**config.mk**
```make
export PLATFORM = sky130hd
export DESIGN_NAME = cfr_filter_route
export DESIGN_NICKNAME = d
export VERILOG_FILES = /design/src/logic/cfr_pkg.sv /design/src/logic/cfr_pick_if.sv /design/src/logic/cfr_route_pick.sv /design/src/logic/cfr_filter_route.sv
export VERILOG_INCLUDE_DIRS = /design/src /design/src/logic
export SDC_FILE = /design/constraint.sdc
export NUM_CORES = 1
export LEC_CHECK = 0
export BUFFER_PORTS_ARGS = -buffer_cell sky130_fd_sc_hd__buf_4
export CAP_MARGIN = 0
export CORE_MARGIN = 5
export CORE_UTILIZATION = 53
export CTS_BUF_LIST = sky130_fd_sc_hd__clkbuf_8
export DETAILED_ROUTE_END_ITERATION = 12
export GPL_TIMING_DRIVEN = 0
export PLACE_DENSITY = 0.78
export SKIP_CTS_REPAIR_TIMING = 1
export SLEW_MARGIN = 20
export SYNTH_ARGS = -nofsm -noshare
export SYNTH_HDL_FRONTEND = slang
export SYNTH_HIERARCHICAL = 1
export SYNTH_SLANG_ARGS = --single-unit
```
**constraint.sdc**
```tcl
create_clock -name clk -period 2.04 [get_ports clk]
set_clock_uncertainty 0.2 [all_clocks]
set_input_delay 0.306 -clock clk [delete_from_list [all_inputs] [get_ports clk]]
set_output_delay 0.306 -clock clk [all_outputs]
set_load 0.1 [all_outputs]
```
**src/logic/cfr_params.svh**
```systemverilog
// constants of the filter routing stage: register offsets, field layout, reset values
// assumes a 32-bit apb slave with byte addresses, one aligned word per register
`ifndef CFR_PARAMS_SVH
`define CFR_PARAMS_SVH

// ----------------------------------------------------------------------------
// register offsets
// ----------------------------------------------------------------------------
`define CFR_ADDR_W          12
`define CFR_OFF_ROUTE_LOW   12'h000
`define CFR_OFF_ROUTE_MID   12'h004
`define CFR_OFF_ENABLE      12'h008
`define CFR_OFF_STATUS      12'h00c

// ----------------------------------------------------------------------------
// fields and codes
// ----------------------------------------------------------------------------
`define CFR_NUM_FILT        8
`define CFR_SEL_W           4
`define CFR_FILT_W          3
`define CFR_FIFO_CODE       4'hf
`define CFR_ROUTE_RST       16'h0000
`define CFR_ENABLE_RST      8'hff
`define CFR_STAT_FIFO_BIT   4
`define CFR_STAT_FILT_LSB   8
`define CFR_STAT_SEEN_BIT   15

`endif

```
**src/logic/cfr_pkg.sv**
```systemverilog
// types shared by the filter routing stage
// assumes cfr_params.svh is on the include path
`include "cfr_params.svh"

package cfr_pkg;

    typedef logic [`CFR_SEL_W-1:0]  cfr_sel_t;
    typedef logic [`CFR_FILT_W-1:0] cfr_filt_t;
    typedef cfr_sel_t [`CFR_NUM_FILT-1:0] cfr_sel_arr_t;

    // all-ones selector sends the message to the receive fifo
    function automatic logic cfr_code_is_fifo(input cfr_sel_t code);
        return code == `CFR_FIFO_CODE;
    endfunction

endpackage

```
**src/logic/cfr_pick_if.sv**
```systemverilog
// carrier between the routing register file and the destination picker
// assumes both ends run on the same clock
`timescale 1ns/1ps
`include "cfr_params.svh"

interface cfr_pick_if;
    import cfr_pkg::*;

    logic                     hit_valid;
    logic [`CFR_NUM_FILT-1:0] hit;
    logic [`CFR_NUM_FILT-1:0] enable;
    cfr_sel_arr_t             sel;
    logic                     found;
    cfr_filt_t                filt;
    cfr_sel_t                 code;

    modport owner  (output hit_valid, output hit, output enable, output sel,
                    input found, input filt, input code);
    modport picker (input hit_valid, input hit, input enable, input sel,
                    output found, output filt, output code);
endinterface

```
**src/logic/cfr_route_pick.sv**
```systemverilog
// destination picker: qualifies hits by enable and selects the winning filter's code
// assumes hits and selectors are stable in the cycle they are sampled; purely combinational
`timescale 1ns/1ps
`include "cfr_params.svh"

module cfr_route_pick (
    cfr_pick_if.picker pk
);
    import cfr_pkg::*;

    logic [`CFR_NUM_FILT-1:0] qual;

    // ------------------------------------------------------------------------
    // hit qualification
    // ------------------------------------------------------------------------
    genvar g;
    generate
        for (g = 0; g < `CFR_NUM_FILT; g++) begin : g_qual
            assign qual[g] = pk.hit_valid & pk.hit[g] & pk.enable[g];
        end
    endgenerate

    // ------------------------------------------------------------------------
    // priority pick, lowest filter number wins when several match
    // ------------------------------------------------------------------------
    always_comb begin
        pk.found = 1'b0;
        pk.filt  = '0;
        pk.code  = '0;
        for (int i = `CFR_NUM_FILT - 1; i >= 0; i--) begin
            if (qual[i]) begin
                pk.found = 1'b1;
                pk.filt  = cfr_filt_t'(i);
                pk.code  = pk.sel[i];
            end
        end
    end

endmodule // cfr_route_pick

```
**src/logic/cfr_filter_route.sv**
```systemverilog
// filter routing stage of a can receive path: apb register file plus routed-hit output
// assumes hit_valid/filter_hit come from acceptance logic on clk; apb master on clk
//
// Behaviour
// filter 3 selector in low bits 15:12
// all-ones selector routes to receive fifo
// codes 0..14 route to that buffer
// filter 2 selector in low bits 11:8
// filter 1 selector in low bits 7:4
// filter 0 selector in low bits 3:0
// filter 6 selector in mid bits 11:8
// filter 5 selector in mid bits 7:4
// filter 4 selector in mid bits 3:0
// disabled filter never accepts or routes
// filter 7 selector in mid bits 15:12
// hit routes with selector value at hit
`timescale 1ns/1ps
`include "cfr_params.svh"

module cfr_filter_route #(
    parameter int TAG_W = 8
) (
    input  wire logic                     clk,
    input  wire logic                     resetn,
    input  wire logic                     psel,
    input  wire logic                     penable,
    input  wire logic                     pwrite,
    input  wire logic [`CFR_ADDR_W-1:0]   paddr,
    input  wire logic [31:0]              pwdata,
    output logic      [31:0]              prdata,
    output logic                          pready,
    output logic                          pslverr,
    input  wire logic                     hit_valid,
    input  wire logic [`CFR_NUM_FILT-1:0] filter_hit,
    input  wire logic [TAG_W-1:0]         msg_tag,
    output logic                          route_valid,
    output logic                          route_fifo,
    output cfr_pkg::cfr_sel_t             route_dest,
    output cfr_pkg::cfr_filt_t            route_filter,
    output logic      [TAG_W-1:0]         route_tag
);
    import cfr_pkg::*;

    logic [15:0]              route_low_r;
    logic [15:0]              route_mid_r;
    logic [`CFR_NUM_FILT-1:0] filter_accept_enable_r;
    logic                     seen_r;
    logic [31:0]              prdata_nxt;
    logic                     mapped;
    logic                     wr_en;
    logic [31:0]              route_all;
    cfr_sel_arr_t             sel_arr;
    cfr_pick_if               pk ();

    // ------------------------------------------------------------------------
    // apb decode
    // ------------------------------------------------------------------------
    function automatic logic addr_hit(input logic [`CFR_ADDR_W-1:0] a);
        return a == `CFR_OFF_ROUTE_LOW || a == `CFR_OFF_ROUTE_MID ||
               a == `CFR_OFF_ENABLE    || a == `CFR_OFF_STATUS;
    endfunction

    // zero wait states: every access completes in its first access cycle
    assign pready  = 1'b1;
    assign mapped  = addr_hit(paddr);
    assign pslverr = psel & penable & ~mapped;
    assign wr_en   = psel & penable & pwrite & mapped;

    // ------------------------------------------------------------------------
    // routing selector and filter enable registers
    // ------------------------------------------------------------------------
    always_ff @(posedge clk) begin
        if (!resetn) begin
            route_low_r <= `CFR_ROUTE_RST;
        end else if (wr_en && paddr == `CFR_OFF_ROUTE_LOW) begin
            route_low_r <= pwdata[15:0];
        end
    end

    always_ff @(posedge clk) begin
        if (!resetn) begin
            route_mid_r <= `CFR_ROUTE_RST;
        end else if (wr_en && paddr == `CFR_OFF_ROUTE_MID) begin
            route_mid_r <= pwdata[15:0];
        end
    end

    always_ff @(posedge clk) begin
        if (!resetn) begin
            filter_accept_enable_r <= `CFR_ENABLE_RST;
        end else if (wr_en && paddr == `CFR_OFF_ENABLE) begin
            filter_accept_enable_r <= pwdata[`CFR_NUM_FILT-1:0];
        end
    end

    // selector n sits in nibble n of {mid, low}
    assign route_all = {route_mid_r, route_low_r};
    genvar g;
    generate
        for (g = 0; g < `CFR_NUM_FILT; g++) begin : g_sel
            assign sel_arr[g] = route_all[g*`CFR_SEL_W +: `CFR_SEL_W];
        end
    endgenerate

    // ------------------------------------------------------------------------
    // destination pick
    // ------------------------------------------------------------------------
    assign pk.hit_valid = hit_valid;
    assign pk.hit       = filter_hit;
    assign pk.enable    = filter_accept_enable_r;
    assign pk.sel       = sel_arr;

    cfr_route_pick u_pick (
        .pk (pk)
    );

    // a selector written in the same cycle as a hit takes effect from the next hit
    always_ff @(posedge clk) begin
        if (!resetn) begin
            route_valid  <= 1'b0;
            route_fifo   <= 1'b0;
            route_dest   <= '0;
            route_filter <= '0;
            route_tag    <= '0;
        end else begin
            route_valid <= pk.found;
            if (pk.found) begin
                route_fifo   <= cfr_code_is_fifo(pk.code);
                route_dest   <= pk.code;
                route_filter <= pk.filt;
                route_tag    <= msg_tag;
            end
        end
    end

    always_ff @(posedge clk) begin
        if (!resetn) begin
            seen_r <= 1'b0;
        end else if (pk.found) begin
            seen_r <= 1'b1;
        end
    end

    // ------------------------------------------------------------------------
    // read data, captured in the setup cycle
    // ------------------------------------------------------------------------
    always_comb begin
        prdata_nxt = '0;
        unique case (paddr)
            `CFR_OFF_ROUTE_LOW: prdata_nxt[15:0] = route_low_r;
            `CFR_OFF_ROUTE_MID: prdata_nxt[15:0] = route_mid_r;
            `CFR_OFF_ENABLE:    prdata_nxt[`CFR_NUM_FILT-1:0] = filter_accept_enable_r;
            `CFR_OFF_STATUS: begin
                prdata_nxt[`CFR_SEL_W-1:0] = route_dest;
                prdata_nxt[`CFR_STAT_FIFO_BIT] = cfr_code_is_fifo(route_dest);
                prdata_nxt[`CFR_STAT_FILT_LSB +: `CFR_FILT_W] = route_filter;
                prdata_nxt[`CFR_STAT_SEEN_BIT] = seen_r;
            end
            default:            prdata_nxt = '0;
        endcase
    end

    always_ff @(posedge clk) begin
        if (!resetn) begin
            prdata <= '0;
        end else if (psel && !penable) begin
            prdata <= prdata_nxt;
        end
    end

    logic [15:0]              low_hist_r;
    logic [15:0]              mid_hist_r;
    logic [`CFR_NUM_FILT-1:0] qual_hist_r;
    logic [`CFR_NUM_FILT-1:0] qual_h;
    always_ff @(posedge clk) begin
        low_hist_r  <= route_low_r;
        mid_hist_r  <= route_mid_r;
        qual_hist_r <= qual_h;
    end
    assign qual_h = hit_valid ? (filter_hit & filter_accept_enable_r) : '0;
endmodule // cfr_filter_route

```
==> impl_metrics.env, run 1 <==
export IMPL_area_delta_synth_final_pct=29.74
export IMPL_cts_tree="done"
export IMPL_synth_seq_area_share_pct=39.30
export IMPL_clk_pin_slew_ns=0.08
export IMPL_initial_core_util_pct=54.88
export IMPL_synth_cells_most_frequent="dfxtp_1 (74), nand2_1 (62), mux2i_1 (51), nor2b_1 (39), buf_4 (18)"
export IMPL_relSlewSlack_pct=64.98
export IMPL_antenna_found_initial=0
export IMPL_ys_ff_latch=74
export IMPL_pre_cts_ws_ns=-0.2370
export IMPL_grt_pass1_vias=3230
export IMPL_min_path_type="in2reg"
export IMPL_p_leak_nw=2.056
export IMPL_hold_viol_final=2
export IMPL_drt_wl_total_microns=10980
export IMPL_ir_drop_v=0.0004065
export IMPL_die_x_microns=94.34
export IMPL_async_reset_ff_share_pct=0
export IMPL_hold_ws_ns=-0.008912
export IMPL_yosysTopAreaCellShare_pct=39.30
export IMPL_syn_area_sq_um=3770
export IMPL_place_area_sq_um=4557
export IMPL_setup_ws_ns=0.05339
export IMPL_fmax_mhz=503.4
export IMPL_hpwl_microns=8529
export IMPL_drt_vias_per_instance=5.417
export IMPL_grt_max_degree=14
export IMPL_status="finished with violations"
export IMPL_cts_buffers=9
export IMPL_clock_sinks=74
export IMPL_arrival_ns=2.04
export IMPL_core_area_sq_um=6869
export IMPL_worst_pin_slew_ns=0.5252
export IMPL_dr_first_iter_drc_count=175
export IMPL_num_rows=30
export IMPL_fin_crit_sh_pct=97.38
export IMPL_synth_cell_type_count=51
export IMPL_fin_nets=593
export IMPL_die_area_sq_um=8900
export IMPL_synth_edf_count=0
export IMPL_fillCellCount=563
export IMPL_num_vias=3402
export IMPL_synth_top_cells_by_area="dfxtp_1 (39%), mux2i_1 (14%), nor2b_1 (6.5%)"
export IMPL_rr_endpoint="route_fifo"
export IMPL_cts_root_buffer="clkbuf_8"
export IMPL_crit_type="reg2reg"
export IMPL_antenna_left=0
export IMPL_pin_count=117
export IMPL_die_y_microns=94.34
export IMPL_ys_flop_type="dfxtp_1"
export IMPL_grtUsageTotal_pct=24.60
export IMPL_hp_start="pwdata[6]"
export IMPL_r2r_slack_ns=0.05
export IMPL_grt_overflow=0
export IMPL_worst_skew_pair_late_latency_ns=0.36
export IMPL_setup_violations_final=0
export IMPL_crit_fanout=10
export IMPL_worstSetupEndpointType="flip-flop"
export IMPL_syn_area_per_cell_sq_um=9.240
export IMPL_instances_no_fill=628
export IMPL_gp_congestion=0.9586
export IMPL_cp_start_kind="flip-flop"
export IMPL_cp_required_ns=2.10
export IMPL_htreeDepth=3
export IMPL_yosysWarnings=6
export IMPL_cap_violations=0
export IMPL_min_to="filter_accept_enable_r[6]"
export IMPL_rr_worst_depth=7
export IMPL_drc_errors=0
export IMPL_worstReg2RegStart="filter_accept_enable_r[5]"
export IMPL_dr_pass1_iters=7
export IMPL_dp_cells=600
export IMPL_io_buffers=81
export IMPL_clock_path_buffers=2
export IMPL_powerDensity_nw_per_um2=660.0
export IMPL_maxSlewViolCount=0
export IMPL_drive_above_1_share_pct=29.14
export IMPL_design_area_sq_um=4891
export IMPL_fin_util_pct=71.20
export IMPL_yosysTopAreaCell="dfxtp_1"
export IMPL_grt_pass1_wl_microns=16540
export IMPL_violations="hold timing"
export IMPL_finalCriticalPeriod_ns=1.987
export IMPL_yosysMostFrequentCell="dfxtp_1"
export IMPL_whs_path_depth=3
export IMPL_diodes=0
export IMPL_wl_per_cell_microns=17.48
export IMPL_syn_inst=408
stage by stage:
step,total power [mW],setup TNS [ns]
floorplan,1.911,0
global placement,2.064,-3.950
detailed placement,2.067,-3.757
CTS,3.221,-2.127
global route,3.348,-0.0006956
finish,3.228,0
cells by family after synthesis:
| family | after synthesis | share of synthesized area (%) |
|---|---|---|
| buffers and inverters | 42 | 6.969 |
| and+or+nand+nor | 165 | 24.69 |
| DFF | 74 | 39.30 |
| muxes | 55 | 15.93 |
| AOI/OAI and AO/OA | 70 | 12.91 |
| other | 2 | 0.1992 |
final cells by class:
class / count / area (sq um) / area share, %
well taps: 96 / 120.1 / 2.456
clock inverters: 6 / 65.06 / 1.330
flip-flops and latches: 74 / 1486 / 30.39
clock buffers: 10 / 137.6 / 2.814
inverters: 1 / 3.754 / 0.07675
repair buffers: 93 / 721.9 / 14.76
plain buffers: 41 / 271.5 / 5.551
multi-input cells: 307 / 2085 / 42.62
worst max-delay path, cell delays in order, from the launching register on:
cell	delay [ns]
dfxtp_1	0.54
nand2_4	0.14
nand4_1	0.11
nand4_1	0.14
a221o_1	0.36
and4_1	0.21
mux2i_1	0.13
nor2b_1	0.06
sequential cells by signal (all words and copies together) (netlist names), 3 cells and up:
signal / flops
filter_accept_enable_r: 8
route_dest: 4
route_tag: 8
route_mid_r: 16
prdata: 16
route_filter: 3
route_low_r: 16
cell usage in the layout, fill, tap and decap left out, types with 8 or more instances in the layout:
cell type / instances
buf_4: 102
dfxtp_1: 72
nand2_1: 62
mux2i_1: 51
nor2b_1: 39
conb_1: 17
nand4_1: 15
o21ai_1: 11
clkbuf_1: 10
a31oi_1: 10
a21boi_1: 10
clkbuf_8: 10
dlygate4sd3_1: 8
power breakdown:
part	internal (mW)	total [mW]	switching (mW)
logic	0.191	0.590	0.399
registers	1.46	1.46	0.00846
clock network	0.600	1.17	0.574
total	2.25	3.23	0.981
how the worst max path moves through the flow:
| stage | start | cells after the start | end |
|---|---|---|---|
| 2_1_floorplan | filter_accept_enable_r[2] | 8 | route_dest[2] |
| 3_3_place_gp | filter_accept_enable_r[2] | 8 | route_dest[1] |
| 3_5_place_dp | filter_accept_enable_r[2] | 8 | route_tag[6] |
| 4_1_cts | filter_accept_enable_r[2] | 8 | route_tag[6] |
| 5_1_grt | paddr[6] | 5 | pslverr |
| 6_report | filter_accept_enable_r[5] | 7 | route_fifo |
per-layer routing:
metal	track usage, %	part of all wire (%)	vias to the layer above
li1	-	-	1658
met1	32.77	43	1572
met2	38.83	46	156
met3	5.100	9.5	16
met4	10.23	1.6	0
met5	0	0	-
No activity file was read; power rests on OpenSTA's default activity.
==> run 2: changes to the inputs <==
--- a/config.mk
+++ b/config.mk
@@ -6,6 +6,7 @@
 export SDC_FILE = /design/constraint.sdc
 export NUM_CORES = 1
 export LEC_CHECK = 0
+export ABC_AREA = 1
 export BUFFER_PORTS_ARGS = -buffer_cell sky130_fd_sc_hd__buf_4
 export CAP_MARGIN = 0
 export CORE_MARGIN = 5
==> run 2 against run 1 <==
  * Global-route usage increased by 2.3 points
  * Die area increased by 2.3%
  * Via count increased by 19%
  * The flow still finishes with violations (hold timing)
  * Critical endpoint is now pslverr
  * Sequential share of layout area decreased by 0.74 points
  * Critical path depth decreased by 1
  * Largest cell class unchanged
==> impl_metrics.env, run 2 <==
export IMPL_crit_type="in2out"
export IMPL_fin_crit_sh_pct=96.68
export IMPL_place_area_sq_um=4718
export IMPL_fin_util_pct=69.68
export IMPL_min_path_type="in2reg"
export IMPL_reg_top3="prdata: 16 flops, route_low_r: 16 flops, route_mid_r: 16 flops"
export IMPL_powerDensity_nw_per_um2=709.5
export IMPL_dp_cells=749
export IMPL_diodes=0
export IMPL_yosysTopAreaCellShare_pct=38.29
export IMPL_cap_violations=0
export IMPL_grt_pass1_wl_microns=18440
export IMPL_htreeDepth=3
export IMPL_setup_violations_final=0
export IMPL_num_rows=31
export IMPL_cts_buffers=9
export IMPL_wl_per_cell_microns=15.73
export IMPL_num_vias=4044
export IMPL_arrival_ns=1.47
export IMPL_synth_edf_count=0
export IMPL_syn_inst=552
export IMPL_final_cell_mix="buf_4 (107), nand2_1 (99), dfxtp_1 (73), nand3_1 (65)"
export IMPL_syn_area_sq_um=3869
export IMPL_finalCriticalPeriod_ns=1.972
export IMPL_cp_start_kind="primary input"
export IMPL_gp_congestion=0.9470
export IMPL_yosysTopAreaCell="dfxtp_1"
export IMPL_yosysWarnings=6
export IMPL_drive_above_1_share_pct=25.67
export IMPL_ys_flop_type="dfxtp_1"
export IMPL_hpwl_microns=9645
export IMPL_design_area_sq_um=5000
export IMPL_die_y_microns=95.44
export IMPL_ys_ff_latch=74
export IMPL_violations="hold timing"
export IMPL_relSlewSlack_pct=53.45
export IMPL_initial_core_util_pct=53.91
export IMPL_final_common_cell="buf_4"
export IMPL_die_x_microns=95.44
export IMPL_yosysMostFrequentCell="nand2_1"
export IMPL_syn_area_per_cell_sq_um=7.009
export IMPL_crit_fanout=10
export IMPL_antenna_found_initial=0
export IMPL_cts_root_buffer="clkbuf_8"
export IMPL_core_area_sq_um=7176
export IMPL_synth_top_cells_by_area="dfxtp_1 (38%), nand2_1 (9.6%), nand3_1 (8.4%)"
export IMPL_async_reset_ff_share_pct=0
export IMPL_hold_ws_ns=-0.01175
export IMPL_worstSetupEndpointType="primary output"
export IMPL_setup_ws_ns=0.06769
export IMPL_grt_overflow=0
export IMPL_drt_wl_total_microns=12090
export IMPL_drc_errors=0
export IMPL_clk_pin_slew_ns=0.09
export IMPL_synth_cell_type_count=35
export IMPL_synth_seq_area_share_pct=38.29
export IMPL_grtUsageTotal_pct=26.90
export IMPL_dr_first_iter_drc_count=317
export IMPL_dr_pass1_iters=5
export IMPL_clock_path_buffers=2
export IMPL_grt_max_degree=14
export IMPL_p_leak_nw=2.382
export IMPL_fin_nets=731
export IMPL_cp_required_ns=1.53
export IMPL_cts_tree="done"
export IMPL_status="finished with violations"
export IMPL_ir_drop_v=0.0004065
export IMPL_die_area_sq_um=9108
export IMPL_instances_no_fill=769
export IMPL_antenna_left=0
export IMPL_grt_pass1_vias=3720
export IMPL_fmax_mhz=507.0
export IMPL_fin_setup_tns_ns=0
export IMPL_hold_viol_final=5
export IMPL_drt_vias_per_instance=5.259
export IMPL_worst_pin_slew_ns=0.6957
export IMPL_pin_count=117
export IMPL_pre_cts_ws_ns=-0.5226
export IMPL_synth_cells_most_frequent="nand2_1 (99), dfxtp_1 (74), nand3_1 (65), a21oi_1 (59), inv_1 (58)"
export IMPL_worst_skew_pair_late_latency_ns=0.34
export IMPL_maxSlewViolCount=0
export IMPL_clock_sinks=74
export IMPL_io_buffers=83
export IMPL_area_delta_synth_final_pct=29.24
==> run 2: where the power goes <==
group	leakage [nW]	internal (mW)	switching [mW]	total, mW
clock	0.103	0.686	0.569	1.26
sequential	0.601	1.48	0.0218	1.50
combinational	1.68	0.207	0.588	0.795
total	2.38	2.37	1.18	3.55
==> run 2: path summary, 6_finish.rpt <==
path                                   from            to  slack, ns  cells after the start
hold reg to reg                      seen_r        seen_r       0.26                      2
setup reg to reg  filter_accept_enable_r[4]    route_fifo       0.12                      7
setup / recovery                   paddr[1]       pslverr       0.07                      6
hold / removal                   msg_tag[7]  route_tag[7]      -0.01                      3
==> run 2: worst max-delay path: stages <==
cell,delay (ns)
buf_4,0.12
nor2_4,0.16
nand3_1,0.16
nor3_4,0.45
nor3b_4,0.07
buf_6,0.20
==> run 2: layer usage <==
layer,track usage [%],vias to the layer above,wire length [microns]
met2,43.38,177,5756
met4,13.74,0,436
met3,4.341,31,920
li1,-,2004,-
met1,34.68,1832,4980
met5,0,-,0
==> run 2: area by class of cell <==
cell class,count,area (sq um)
Multi-Input combinational cell,389,1966
Timing Repair Buffer,88,666.9
Inverter,64,245.2
Sequential cell,74,1483
Fill cell,663,2176
Tap cell,99,123.9
Buffer,39,296.5
Clock buffer,9,123.9
Clock inverter,7,95.09
==> run 2: metrics by stage <==
stage	hold WS (ns)	power, mW
2_1_floorplan	0.2230	2.099
3_3_place_gp	0.2419	2.301
3_5_place_dp	0.2540	2.306
4_1_cts	-0.02841	3.540
5_1_grt	0.0005251	3.669
6_report	-0.01175	3.548
==> run 2: cells by family (layout without fill, tap and decap cells) <==
| kind of cell | count (synthesis) | count (layout) | share of synthesized area, % |
|---|---|---|---|
| other cells | 2 | 17 | 0.1941 |
| flops | 74 | 74 | 38.29 |
| compound gates | 129 | 129 | 17.59 |
| buf+inv | 104 | 207 | 13.94 |
| simple gates | 243 | 243 | 29.98 |
